===== src/pkg/sysconf_pkg.sv =====
// Contract
// - A write to the debug force-reset register from the user program bus is ignored; only debug writes count.
// - Every read of the debug force-reset register returns an all-zero byte.
// - A debug write of one to bit 0 of the force-reset register requests a full device reset.
// - A debug forced reset leaves every flag of the reset source status register cleared.
// - The system options register is always readable and its bits 3 and 2 read as zero.
// - The system options register takes only the first write after reset and ignores all later writes.
// - Options bit 7 enables the watchdog timer and resets to one.
// - Options bit 6 selects the long watchdog period when one, the short one when zero, and resets to one.
// - Options bit 5 permits stop mode, resets to zero, and while zero a stop instruction forces an illegal opcode reset.
// - Clock output control bit 4 enables the clock output on its port pin; zero disables it.
// - With a nonzero divide field the output clock runs at the bus clock divided by twice the field value.
// - With a zero divide field and the output enabled the pin is driven constantly low.
// - A read-only hard-coded 12-bit part number sits in bits 3:0 of the high and all bits of the low id register.
// - Bits 7:4 of the high id register are reserved and writes to them have no effect.
package sysconf_pkg;

	// ----------------------------------------
	// Register offsets
	// ----------------------------------------
	localparam logic [2:0] ADDR_FORCE_RESET = 3'h0;
	localparam logic [2:0] ADDR_OPTIONS     = 3'h1;
	localparam logic [2:0] ADDR_CLKOUT_CTRL = 3'h2;
	localparam logic [2:0] ADDR_ID_HIGH     = 3'h3;
	localparam logic [2:0] ADDR_ID_LOW      = 3'h4;

	// ----------------------------------------
	// Field positions
	// ----------------------------------------
	localparam int FORCE_RESET_BIT  = 0;
	localparam int WDOG_ENABLE_BIT  = 7;
	localparam int WDOG_LONG_BIT    = 6;
	localparam int STOP_PERMIT_BIT  = 5;
	localparam int CLKOUT_EN_BIT    = 4;
	localparam int CLKOUT_DIV_LSB   = 0;
	localparam int CLKOUT_DIV_W     = 3;
	localparam int PART_NUMBER_W    = 12;

	// ----------------------------------------
	// Reset values and read masks
	// ----------------------------------------
	localparam logic [7:0] OPTIONS_RESET    = 8'hC0;
	localparam logic [7:0] OPTIONS_MASK     = 8'hE0;
	localparam logic [7:0] CLKOUT_RESET     = 8'h00;
	localparam logic [7:0] CLKOUT_MASK      = 8'h17;
	localparam logic [7:0] READ_ZERO        = 8'h00;
	localparam logic [3:0] ID_RESERVED_READ = 4'h0;
	// Arbitrary neutral part number
	localparam logic [11:0] PART_NUMBER_DEFAULT = 12'h5A3;

endpackage


===== src/rtl/clkout_divider.sv =====
`timescale 1ns/1ps
module clkout_divider #(
	parameter int DIV_W = sysconf_pkg::CLKOUT_DIV_W
) (
	input  wire logic             clk_i,
	input  wire logic             srst_i,
	input  wire logic             enable_i,
	input  wire logic [DIV_W-1:0] divide_i,
	output logic                  clk_out_o
);

	// ----------------------------------------
	// Half period counter
	// ----------------------------------------
	localparam logic [DIV_W-1:0] ONE  = {{(DIV_W-1){1'b0}}, 1'b1};
	localparam logic [DIV_W-1:0] ZERO = {DIV_W{1'b0}};

	logic [DIV_W-1:0] cnt_reg;
	logic             out_reg;
	logic             run;
	logic             wrap;

	assign run  = enable_i && (divide_i != ZERO);
	assign wrap = (cnt_reg >= DIV_W'(divide_i - ONE));

	always_ff @(posedge clk_i) begin
		if (srst_i || !run) begin
			cnt_reg <= ZERO;
		end else if (wrap) begin
			cnt_reg <= ZERO;
		end else begin
			cnt_reg <= DIV_W'(cnt_reg + ONE);
		end
	end

	// ----------------------------------------
	// Output toggle
	// ----------------------------------------
	always_ff @(posedge clk_i) begin
		if (srst_i || !run) begin
			out_reg <= 1'b0;
		end else if (wrap) begin
			out_reg <= ~out_reg;
		end
	end

	assign clk_out_o = out_reg;

endmodule


===== src/rtl/system_config_registers.sv =====
`timescale 1ns/1ps
module system_config_registers #(
	parameter logic [11:0] PART_NUMBER = sysconf_pkg::PART_NUMBER_DEFAULT
) (
	input  wire logic       clk_i,
	input  wire logic       srst_i,
	input  wire logic [2:0] cpu_addr_i,
	input  wire logic       cpu_wr_i,
	input  wire logic       cpu_rd_i,
	input  wire logic [7:0] cpu_wdata_i,
	output logic [7:0]      cpu_rdata_o,
	input  wire logic [2:0] dbg_addr_i,
	input  wire logic       dbg_wr_i,
	input  wire logic       dbg_rd_i,
	input  wire logic [7:0] dbg_wdata_i,
	output logic [7:0]      dbg_rdata_o,
	input  wire logic       stop_exec_i,
	output logic            stop_enter_o,
	output logic            illegal_opcode_reset_o,
	output logic            force_reset_o,
	output logic            reset_source_clear_o,
	output logic            watchdog_enable_o,
	output logic            watchdog_long_period_o,
	output logic            stop_permit_o,
	output logic            clock_output_port_pin_o,
	output logic            clock_output_port_pin_oe_n_o
);

	// ----------------------------------------
	// Storage
	// ----------------------------------------
	logic [7:0] options_reg;
	logic       options_locked_reg;
	logic [7:0] clkout_ctrl_reg;
	logic       force_reset_reg;
	logic       status_clear_reg;
	logic       stop_enter_reg;
	logic       illegal_reg;
	logic       oe_n_reg;
	logic [7:0] cpu_rdata_reg;
	logic [7:0] dbg_rdata_reg;
	logic       divider_out;

	// ----------------------------------------
	// Write source merge
	// ----------------------------------------
	logic       wr_any;
	logic [2:0] wr_addr;
	logic [7:0] wr_data;

	assign wr_any  = dbg_wr_i || cpu_wr_i;
	assign wr_addr = dbg_wr_i ? dbg_addr_i : cpu_addr_i;
	assign wr_data = dbg_wr_i ? dbg_wdata_i : cpu_wdata_i;

	function automatic logic hit(input logic [2:0] a, input logic [2:0] off);
		return a == off;
	endfunction

	function automatic logic [7:0] read_value(input logic [2:0] a);
		logic [7:0] v;
		v = sysconf_pkg::READ_ZERO;
		if (hit(a, sysconf_pkg::ADDR_FORCE_RESET)) begin
			v = sysconf_pkg::READ_ZERO;
		end else if (hit(a, sysconf_pkg::ADDR_OPTIONS)) begin
			v = options_reg & sysconf_pkg::OPTIONS_MASK;
		end else if (hit(a, sysconf_pkg::ADDR_CLKOUT_CTRL)) begin
			v = clkout_ctrl_reg & sysconf_pkg::CLKOUT_MASK;
		end else if (hit(a, sysconf_pkg::ADDR_ID_HIGH)) begin
			v = {sysconf_pkg::ID_RESERVED_READ, PART_NUMBER[11:8]};
		end else if (hit(a, sysconf_pkg::ADDR_ID_LOW)) begin
			v = PART_NUMBER[7:0];
		end
		return v;
	endfunction

	// ----------------------------------------
	// Debug force reset
	// ----------------------------------------
	logic force_req;

	assign force_req = dbg_wr_i && hit(dbg_addr_i, sysconf_pkg::ADDR_FORCE_RESET)
		&& dbg_wdata_i[sysconf_pkg::FORCE_RESET_BIT];

	always_ff @(posedge clk_i) begin
		if (srst_i) begin
			force_reset_reg  <= 1'b0;
			status_clear_reg <= 1'b0;
		end else begin
			force_reset_reg  <= force_req;
			status_clear_reg <= force_req;
		end
	end

	// ----------------------------------------
	// System options, write once
	// ----------------------------------------
	logic opt_wr;

	assign opt_wr = wr_any && hit(wr_addr, sysconf_pkg::ADDR_OPTIONS);

	always_ff @(posedge clk_i) begin
		if (srst_i) begin
			options_reg        <= sysconf_pkg::OPTIONS_RESET;
			options_locked_reg <= 1'b0;
		end else if (opt_wr && !options_locked_reg) begin
			options_reg        <= wr_data & sysconf_pkg::OPTIONS_MASK;
			options_locked_reg <= 1'b1;
		end
	end

	// ----------------------------------------
	// Stop instruction handling
	// ----------------------------------------
	always_ff @(posedge clk_i) begin
		if (srst_i) begin
			stop_enter_reg <= 1'b0;
			illegal_reg    <= 1'b0;
		end else begin
			stop_enter_reg <= stop_exec_i && options_reg[sysconf_pkg::STOP_PERMIT_BIT];
			illegal_reg    <= stop_exec_i && !options_reg[sysconf_pkg::STOP_PERMIT_BIT];
		end
	end

	// ----------------------------------------
	// Clock output control
	// ----------------------------------------
	always_ff @(posedge clk_i) begin
		if (srst_i) begin
			clkout_ctrl_reg <= sysconf_pkg::CLKOUT_RESET;
		end else if (wr_any && hit(wr_addr, sysconf_pkg::ADDR_CLKOUT_CTRL)) begin
			clkout_ctrl_reg <= wr_data & sysconf_pkg::CLKOUT_MASK;
		end
	end

	always_ff @(posedge clk_i) begin
		if (srst_i) begin
			oe_n_reg <= 1'b1;
		end else begin
			oe_n_reg <= ~clkout_ctrl_reg[sysconf_pkg::CLKOUT_EN_BIT];
		end
	end

	clkout_divider #(
		.DIV_W (sysconf_pkg::CLKOUT_DIV_W)
	) u_divider (
		.clk_i     (clk_i),
		.srst_i    (srst_i),
		.enable_i  (clkout_ctrl_reg[sysconf_pkg::CLKOUT_EN_BIT]),
		.divide_i  (clkout_ctrl_reg[sysconf_pkg::CLKOUT_DIV_LSB +: sysconf_pkg::CLKOUT_DIV_W]),
		.clk_out_o (divider_out)
	);

	// ----------------------------------------
	// Read ports
	// ----------------------------------------
	always_ff @(posedge clk_i) begin
		if (srst_i) begin
			cpu_rdata_reg <= sysconf_pkg::READ_ZERO;
		end else if (cpu_rd_i) begin
			cpu_rdata_reg <= read_value(cpu_addr_i);
		end
	end

	always_ff @(posedge clk_i) begin
		if (srst_i) begin
			dbg_rdata_reg <= sysconf_pkg::READ_ZERO;
		end else if (dbg_rd_i) begin
			dbg_rdata_reg <= read_value(dbg_addr_i);
		end
	end

	// ----------------------------------------
	// Outputs
	// ----------------------------------------
	assign cpu_rdata_o                  = cpu_rdata_reg;
	assign dbg_rdata_o                  = dbg_rdata_reg;
	assign force_reset_o                = force_reset_reg;
	assign reset_source_clear_o         = status_clear_reg;
	assign stop_enter_o                 = stop_enter_reg;
	assign illegal_opcode_reset_o       = illegal_reg;
	assign watchdog_enable_o            = options_reg[sysconf_pkg::WDOG_ENABLE_BIT];
	assign watchdog_long_period_o       = options_reg[sysconf_pkg::WDOG_LONG_BIT];
	assign stop_permit_o                = options_reg[sysconf_pkg::STOP_PERMIT_BIT];
	assign clock_output_port_pin_o      = divider_out;
	assign clock_output_port_pin_oe_n_o = oe_n_reg;

	// ----------------------------------------
	// Checking helpers
	// ----------------------------------------
	logic       rst_seen_reg;
	logic       pin_prev_reg;
	logic [4:0] run_len_reg;
	logic [4:0] cfg_age_reg;
	logic [7:0] ctrl_prev_reg;
	logic [2:0] div_now;

	assign div_now = clkout_ctrl_reg[sysconf_pkg::CLKOUT_DIV_LSB +: sysconf_pkg::CLKOUT_DIV_W];

	always_ff @(posedge clk_i) begin
		rst_seen_reg  <= srst_i;
		pin_prev_reg  <= clock_output_port_pin_o;
		ctrl_prev_reg <= clkout_ctrl_reg;
		if (srst_i) begin
			run_len_reg <= 5'h00;
		end else if (clock_output_port_pin_o != pin_prev_reg) begin
			run_len_reg <= 5'h01;
		end else if (run_len_reg != 5'h1F) begin
			run_len_reg <= 5'(run_len_reg + 5'h01);
		end
		if (srst_i || clkout_ctrl_reg != ctrl_prev_reg) begin
			cfg_age_reg <= 5'h00;
		end else if (cfg_age_reg != 5'h1F) begin
			cfg_age_reg <= 5'(cfg_age_reg + 5'h01);
		end
	end
endmodule


===== config.mk =====
export PLATFORM = sky130hd
export DESIGN_NAME = system_config_registers
export DESIGN_NICKNAME = d
export VERILOG_FILES = /design/src/pkg/sysconf_pkg.sv /design/src/rtl/clkout_divider.sv /design/src/rtl/system_config_registers.sv
export SDC_FILE = /design/constraint.sdc
export NUM_CORES = 1
export LEC_CHECK = 0
export BUFFER_PORTS_ARGS = -buffer_cell sky130_fd_sc_hd__buf_4
export CORE_MARGIN = 2
export CORE_UTILIZATION = 44
export CTS_BUF_LIST = sky130_fd_sc_hd__clkbuf_16
export DETAILED_ROUTE_END_ITERATION = 10
export PLACE_DENSITY = 0.75
export SETUP_SLACK_MARGIN = 0.02
export SYNTH_ARGS = -nofsm -noshare
export SYNTH_HDL_FRONTEND = slang
export SYNTH_SLANG_ARGS = --single-unit

===== constraint.sdc =====
create_clock -name clk_i -period 1.8 [get_ports clk_i]
set_clock_uncertainty 0.15 [all_clocks]
set_input_delay 0.36 -clock clk_i [delete_from_list [all_inputs] [get_ports clk_i]]
set_output_delay 0.36 -clock clk_i [all_outputs]
set_load 0.01 [all_outputs]

==> Word level (Yosys, flattened, before mapping) <==
Cells that the tools add are included.
{ "word_totals": {"register_bits": 32, "in_bits": 29, "out_inout_bits": 25, "word_cells": 55} }
{ "classes": {"addsub": 2, "n_lt_le_gt_ge": 1, "n_eq_ne": 10, "muxes": 12, "bitwise_logic": 2, "n_reduce_logical": 17} }
{ "op_table": {"columns": ["cell", "n"], "rows": [
  ["two-way mux 8 bit", 11],
  ["== test 3 x 2 -> 1 bit, second input constant", 5],
  ["== test 3 x 1 -> 1 bit, second input constant", 3],
  ["logical AND 1 bit", 8],
  ["== test 3 bit, second input constant", 2],
  ["logical NOT 3 bit", 2],
  ["adder 3 x 1 -> 3 bit, second input constant", 1],
  ["greater-or-equal comparator 3 bit", 1],
  ["logical NOT 1 bit", 3],
  ["two-way mux 3 bit", 1],
  ["nonzero test 3 bit", 1],
  ["subtractor 3 x 1 -> 3 bit, second input constant", 1],
  ["logical OR 1 bit", 2],
  ["inverter 1 bit", 2],
  ["OR reduction 2 bit", 1]
]} }

==> Logic depth before layout (Yosys ltp) <==
Gate-level depths: netlist (run 1).
{ "depth": {"depth_word": 6, "ltp_mapped": 8, "depth_no_buf": 8} }

==> Cells and area by module <==
A second synthesis (run 1) with hierarchy kept.
{ "hier_totals": {"hier_cells": 169, "hier_area_um2": 1647.8} }
{ "modules_own_cells": {"columns": ["module", "n_inst", "cells_per_inst", "area_per_inst_um2", "seq_area_each_um2"], "rows": [
  ["system_config_registers", 1, 141, 1333.8, 520.5],
  ["clkout_divider", 1, 28, 314.1, 80.1]
]} }

==> Worst setup path after synthesis (run 1) <==
OpenSTA, ideal clock, no wires.
{ "synth_timing": {"kind": "input port to flip-flop", "from": "input cpu_addr_i[2]", "to": "register options_reg[6]", "setup_ns": 0.129, "arrival_time_ns": 1.538, "required_time_ns": 1.521, "setup_slack_ns": -0.017, "stages": 4, "n_path_buf": 0, "path_cell_list": "or3b_1 > a221o_2 > a2111oi_2 > a21oi_1"} }
{ "synth_via": {"elab_chain_cells": 4} }
{ "synth_rtl": {"columns": ["item", "line_no", "rtl"], "rows": [
  ["start, declared", "system_config_registers.sv:7", "input wire logic [2:0] cpu_addr_i,"],
  ["two-way mux 3 bit", "system_config_registers.sv:52", "assign wr_addr = dbg_wr_i ? dbg_addr_i : cpu_addr_i;"],
  ["== test 3 x 1 -> 1 bit", "system_config_registers.sv:56", "return a == off;"],
  ["logical AND 1 bit", "system_config_registers.sv:99", "assign opt_wr = wr_any && hit(wr_addr, sysconf_pkg::ADDR_OPTIONS);"],
  ["logical AND 1 bit", "system_config_registers.sv:105", "end else if (opt_wr && !options_locked_reg) begin"],
  ["end signal, assigned", "system_config_registers.sv:103", "options_reg <= sysconf_pkg::OPTIONS_RESET;"],
  ["end signal, assigned", "system_config_registers.sv:106", "options_reg <= wr_data & sysconf_pkg::OPTIONS_MASK;"],
  ["end, declared", "system_config_registers.sv:32", "logic [7:0] options_reg;"]
]} }
Every way passes these cells.
A chain may end at the register's enable or synchronous reset.

==> Worst setup path in the final report (run 1) <==
{ "layout_timing": {"from": "register clkout_ctrl_reg[1]", "to": "register u_divider.out_reg, in the netlist u_divider.clk_out_o"} }
{ "layout_via": {"elab_chain_cells": 4, "elab_cells_between_ends": 6, "classes_between": "add/sub (1); order compare (1); reduce/logical (4)"} }
{ "layout_rtl": {"columns": ["item", "line_no", "rtl"], "rows": [
  ["start, declared", "system_config_registers.sv:34", "logic [7:0] clkout_ctrl_reg;"],
  ["start signal, assigned", "system_config_registers.sv:129", "clkout_ctrl_reg <= sysconf_pkg::CLKOUT_RESET;"],
  ["start signal, assigned", "system_config_registers.sv:131", "clkout_ctrl_reg <= wr_data & sysconf_pkg::CLKOUT_MASK;"],
  ["parallel branches: the longest is 4 deep, another holds subtractor 3 x 1 -> 3 bit", null, null],
  ["end signal, assigned", "clkout_divider.sv:43", "out_reg <= ~out_reg;"],
  ["end, declared", "clkout_divider.sv:19", "logic out_reg;"]
]} }
Parallel ways; which one is timed is not known.

==> summary.txt, run 1 <==
total congestion overflow - 0
RSZ-0062 raised after global routing - yes
first-pass GRT wire length - 5720 µm
main area contributors after synthesis - dfxtp_1, a21oi_1, nand2b_1, ha_1, nor2b_1
antenna-violating nets left - 0
drt total wl - 3590 µm
DIE AREA - 0.00384 mm²
most common cell in the netlist - dfxtp_1
source of the worst register-to-register timing path - clkout_ctrl_reg[1]
worst setup path category - flip-flop to flip-flop
clock transition at the registers of the reported paths - 50 ps
First-pass DRT Iterations - 4
cell accounting for the most synthesized area - dfxtp_1
final instance area - 0.00215 mm²
via count of the routed design - 1357
Worst setup EP type - flip-flop
core region area - 0.00328 mm²
Register-to-Register Setup Slack - 30 ps
total track usage - 0.209
pin count of the biggest net entering global routing - 29
Area Overhead vs Synth - 45.3%
DRC errors left - 0
number of flops mapped to enable cells by yosys - 0
clock tree from TritonCTS - yes
area of combinational cells with multiple inputs - 851 µm²
TritonCTS sink count - 30
number of CTS-inserted buffers - 5
register area share after synthesis - 0.406
fill cell total of the finished layout - 277
startpoint of the most critical hold path - stop_exec_i
maximum number of buffers from clock root to sink - 2
r2r endpoint - u_divider.clk_out_o
worst ir drop on vdd - 0.000442 V
initial antenna violation count - 0
mean post-synth cell area - 9.07 µm²
fraction of synthesized cell area taken by the top area cell type - 0.406
r2r worst-path depth - 8
Maximum Capacitance Violations - 0
post-synthesis instance total - 163
insertion delay of the later-clocked pin in the worst-skew pair - 270 ps
die extent in x - 62.0 µm
Slew Viols, Final - 0
Die Y-Extent - 62.0 µm
Final Hold Fails - 0
final core utilization - 0.654
Leak Pwr - 0.904 nW
average wire per cell in the routed design - 13.3 µm
final cycle utilization of the critical path - 0.982
routed via count divided by cell count - 5.03
number of top-level design ports - 54
Sequential cell area - 603 µm²
Starting Density - 0.450
min Tclk post-route - 1770 ps
number of cell rows - 21
Finish-stage setup viols - 0
predominant post-synthesis flop cell - dfxtp_1
Initial DRC Count - 45
unique cell type count in the Yosys netlist - 33
commonest cells in the synthesized netlist - dfxtp_1, a21oi_1, nand2b_1
startpoint type of the worst setup path - flip-flop
number of nets at the end of the flow - 258
Hold Worst Slack - 184 ps
Min-Delay Path Class - input pin to flip-flop
Tot Pwr - 1.71 mW
register bit count reported by yosys - 30
Min-Delay Endpoint - stop_enter_o
cell area after synthesis - 0.00148 mm²
H-tree level count - 2
Worst Path Max Fanout - 2
Cell Pwr Density - 794 mW/mm²
number of port buffers - 49
Max Fclk - 0.566 GHz
buffers inserted by post-CTS timing repair - 0
number of global-route vias before repair - 1263
warnings from Yosys - 0
placer's final routability congestion estimate - 0.863
share of synthesized registers carrying an async set or reset - 0
CTS Root Buffer Type - clkbuf_16
run status - complete, no violations
antenna cells - 0
required time reported for the critical path endpoint - 1820 ps
detailed placement HPWL - 2630 µm
share of final-layout standard cells stronger than drive strength 1 - 0.371
Worst Path Arrival - 1780 ps
Cell Area, Placed - 0.00195 mm²
Worst Hold Path Cells - 2
[worst max-delay path, stage by stage, from the launching register on]
cell     delay [ps]
dfxtp_2         350
inv_4            50
ha_4            160
xnor2_2         120
ha_1            300
a21oi_2         150
o21ai_2          80
xor2_1          150
and2_1          150
[per-stage QoR]
stage	setup slack [ps]	setup TNS (ps)	cells
2_1_floorplan	40.4	0	164
3_3_place_gp	-63.4	-193	262
3_5_place_dp	-88.1	-438	262
4_1_cts	25.8	0	270
5_1_grt	-50.6	-50.6	270
6_report	32.0	0	270
[kinds of logic after synthesis]
logic type,Yosys count,synth area share
other,1,0.00254
buffers and inverters,18,0.0542
AOI/OAI and AO/OA,38,0.168
xor gates and xnor gates,3,0.0178
DFF,30,0.406
adders and majority gates,6,0.0508
and+or+nand+nor,61,0.258
muxes,6,0.0415
[layout make-up]
class                           instances  share of cell area
Multi-Input combinational cell        116               0.396
Sequential cell                        30               0.281
Timing Repair Buffer                   61               0.215
Clock buffer                            5              0.0583
Tap cell                               46              0.0268
Inverter                                9              0.0169
Clock inverter                          3             0.00583
[routing by layer]
| metal | wire (µm) | track usage | vias to the layer above |
|---|---|---|---|
| met1 | 1540 | 0.259 | 620 |
| met4 | 21 | 0.0638 | 0 |
| met2 | 1830 | 0.342 | 48 |
| met3 | 197 | 0.0704 | 4 |
| li1 | - | - | 685 |
| met5 | 0 | 0 | - |
[worst max path at each step]
stage,slack (ps),from,end,depth (start not counted)
final,30,clkout_ctrl_reg[1],u_divider.clk_out_o,8
after global routing,-50,clkout_ctrl_reg[1],u_divider.clk_out_o,8
after CTS,30,clkout_ctrl_reg[0],u_divider.clk_out_o,8
after detailed placement,-90,cpu_addr_i[2],options_reg[7],5
after global placement,-60,cpu_addr_i[2],options_reg[7],5
after floorplan,40,clkout_ctrl_reg[0],u_divider.clk_out_o,8
[power by group]
| part | switching [mW] | internal, mW | leakage [nW] | total, mW |
|---|---|---|---|---|
| clock | 0.270 | 0.497 | 0.0724 | 0.768 |
| combinational | 0.108 | 0.128 | 0.587 | 0.236 |
| sequential | 0.0151 | 0.687 | 0.245 | 0.702 |
[repair_timing]
item	in CTS	in global routing
gates resized for setup	5	9
hold buffers	0	0
pin swaps	2	5
endpoints found under the setup margin	4	4
[cells in the final DEF, fill, tap and decap left out, types with 2 or more instances in the layout]
cell type	instances
o22ai_1	2
nand2b_1	15
nand2_1	2
o211ai_1	2
inv_1	8
a311oi_1	2
nand4b_1	4
a211oi_1	4
clkbuf_16	5
dfxtp_1	28
nand3b_1	2
ha_4	2
o21ai_0	2
nor2_1	13
dfxtp_2	2
mux2i_1	5
conb_1	2
a2111oi_2	2
a21oi_1	20
nor2b_1	12
ha_1	3
buf_4	60
or3b_1	7
Power figures use the tool's default switching activity.
==> run 2, diff against run 1 <==
--- a/config.mk
+++ b/config.mk
@@ -7,11 +7,13 @@
 export LEC_CHECK = 0
 export BUFFER_PORTS_ARGS = -buffer_cell sky130_fd_sc_hd__buf_4
 export CORE_MARGIN = 2
-export CORE_UTILIZATION = 44
+export CORE_UTILIZATION = 45
 export CTS_BUF_LIST = sky130_fd_sc_hd__clkbuf_16
 export DETAILED_ROUTE_END_ITERATION = 10
 export PLACE_DENSITY = 0.75
 export SETUP_SLACK_MARGIN = 0.02
+export SLEW_MARGIN = 20
 export SYNTH_ARGS = -nofsm -noshare
 export SYNTH_HDL_FRONTEND = slang
+export SYNTH_HIERARCHICAL = 1
 export SYNTH_SLANG_ARGS = --single-unit
==> run 2 against run 1 <==
Core utilization fell by 1.6 points. Wire length grew 0.89%. Fmax is 5.1% higher. Combinational power shrank 8%. Non-clock buffer count decreased by 10. Clock power increased by 0.9%. Highest routed layer unchanged.
==> summary.txt, run 2 <==
share of synthesized registers carrying an async set or reset - 0
DIE AREA - 0.00416 mm²
Final Hold Fails - 0
startpoint of the most critical hold path - stop_exec_i
fraction of synthesized cell area taken by the top area cell type - 0.364
pin count of the biggest net entering global routing - 36
insertion delay of the later-clocked pin in the worst-skew pair - 280 ps
main area contributors after synthesis - dfxtp_1, mux2i_1, nand2b_1, ha_1, and3b_1
Starting Density - 0.482
Slew Viols, Final - 0
total congestion overflow - 0
startpoint type of the worst setup path - flip-flop
number of nets at the end of the flow - 253
min Tclk post-route - 1680 ps
number of port buffers - 49
number of CTS-inserted buffers - 5
clock tree from TritonCTS - yes
total track usage - 0.184
fill cell total of the finished layout - 288
number of top-level design ports - 54
Worst setup EP type - flip-flop
antenna-violating nets left - 0
first-pass GRT wire length - 5830 µm
run status - complete, no violations
Leak Pwr - 1.01 nW
predominant post-synthesis flop cell - dfxtp_1
Register-to-Register Setup Slack - 120 ps
Finish-stage setup viols - 0
Worst Hold Path Cells - 2
Worst Path Arrival - 1740 ps
share of final-layout standard cells stronger than drive strength 1 - 0.356
TritonCTS sink count - 30
cell accounting for the most synthesized area - dfxtp_1
required time reported for the critical path endpoint - 1850 ps
post-synthesis instance total - 169
unique cell type count in the Yosys netlist - 43
worst setup path category - flip-flop to flip-flop
drt total wl - 3620 µm
most used cells in the layout excluding fill and tap cells - buf_4, dfxtp_1, nand2b_1
commonest cells in the synthesized netlist - dfxtp_1, nand2b_1, a21oi_1, mux2i_1, nor2_1
r2r worst-path depth - 7
r2r endpoint - u_divider/clk_out_o
number of cell rows - 21
die extent in x - 64.5 µm
average wire per cell in the routed design - 13.7 µm
clock transition at the registers of the reported paths - 50 ps
number of flops mapped to enable cells by yosys - 0
most common library cell in the layout ignoring fill and taps - buf_4
hold buffers post-CTS - 0
cell area after synthesis - 0.00165 mm²
CTS Root Buffer Type - clkbuf_16
source of the worst register-to-register timing path - clkout_ctrl_reg[1]
Total Negative Setup Slacks - 0 ps
Initial DRC Count - 57
maximum number of buffers from clock root to sink - 2
final core utilization - 0.638
number of global-route vias before repair - 1390
RSZ-0062 raised after global routing - no
placer's final routability congestion estimate - 0.796
final cycle utilization of the critical path - 0.934
most common cell in the netlist - dfxtp_1
Min-Delay Endpoint - stop_enter_o
detailed placement HPWL - 2710 µm
First-pass DRT Iterations - 6
H-tree level count - 2
core region area - 0.00342 mm²
Maximum Capacitance Violations - 0
worst ir drop on vdd - 0.000508 V
mean post-synth cell area - 9.75 µm²
DRC errors left - 0
antenna cells - 0
warnings from Yosys - 6
Max Fclk - 0.595 GHz
Area Overhead vs Synth - 32.2%
Min-Delay Path Class - input pin to flip-flop
register area share after synthesis - 0.364
Worst Path Max Fanout - 4
routed via count divided by cell count - 5.20
Cell Pwr Density - 776 mW/mm²
initial antenna violation count - 0
register bit count reported by yosys - 30
via count of the routed design - 1379
Tot Pwr - 1.69 mW
Die Y-Extent - 64.5 µm
-- run 2: metal layers --
| layer | wire length (µm) | up-vias | track usage |
|---|---|---|---|
| li1 | - | 685 | - |
| met1 | 1540 | 640 | 0.201 |
| met3 | 232 | 6 | 0.0451 |
| met4 | 57 | 0 | 0.120 |
| met5 | 0 | - | 0 |
| met2 | 1790 | 48 | 0.318 |
-- run 2: worst max-delay path by stage --
stage | startpoint | end | slack [ps] | cells past startpoint
after floorplan | clkout_ctrl_reg[0] | u_divider/clk_out_o | 140 | 7
after global placement | clkout_ctrl_reg[0] | u_divider/clk_out_o | 60 | 7
after detailed placement | clkout_ctrl_reg[0] | u_divider/clk_out_o | -30 | 7
after CTS | clkout_ctrl_reg[0] | u_divider/clk_out_o | 40 | 7
after global routing | clkout_ctrl_reg[1] | u_divider/clk_out_o | 20 | 7
final | clkout_ctrl_reg[1] | u_divider/clk_out_o | 120 | 7
-- run 2: power by group --
part	switching (mW)	internal, mW
combinational	0.0998	0.117
clock	0.278	0.497
sequential	0.0143	0.684
total	0.392	1.30
-- run 2: kinds of logic after synthesis --
family / count (synthesis) / share of synthesized area
buf+inv: 15 / 0.0471
flops: 30 / 0.364
compound gates: 30 / 0.118
xor+xnor: 2 / 0.0106
fa+ha+maj: 6 / 0.0456
simple gates: 70 / 0.313
other cells: 1 / 0.00228
mux: 15 / 0.0987
-- run 2: final cells by class --
type	count	area (µm²)	area share
multi-input cells	125	978	0.449
flip-flops and latches	30	603	0.277
repair buffers	51	383	0.176
clock buffers	5	125	0.0574
well taps	46	57.6	0.0264
inverters	5	18.8	0.00862
clock inverters	3	12.5	0.00574
-- run 2: timing repair --
item                       4_1_cts  5_1_grt
gates resized for setup          3        3
pin swaps                        2        4
setup endpoints to repair        3        3
setup buffers                    1        0
-- run 2: per-stage QoR --
| step | cells | area (µm²) | setup WS (ps) | hold slack, ps |
|---|---|---|---|---|
| 6_report | 265 | 2180 | 118 | 181 |
| 5_1_grt | 265 | 2180 | 17.9 | 187 |
| 4_1_cts | 265 | 2180 | 35.4 | 183 |
| 3_5_place_dp | 256 | 2030 | -28.5 | 308 |
| 3_3_place_gp | 256 | 2030 | 58.8 | 292 |
| 2_1_floorplan | 170 | 1650 | 145 | 278 |
-- run 2: critical path, cell delays in order (launching register included) --
cell and delay, ps:
dfxtp_2 350, inv_2 40, ha_2 160, xnor2_1 120, ha_1 320, nand2_2 80
o21ai_4 180, mux2i_1 210
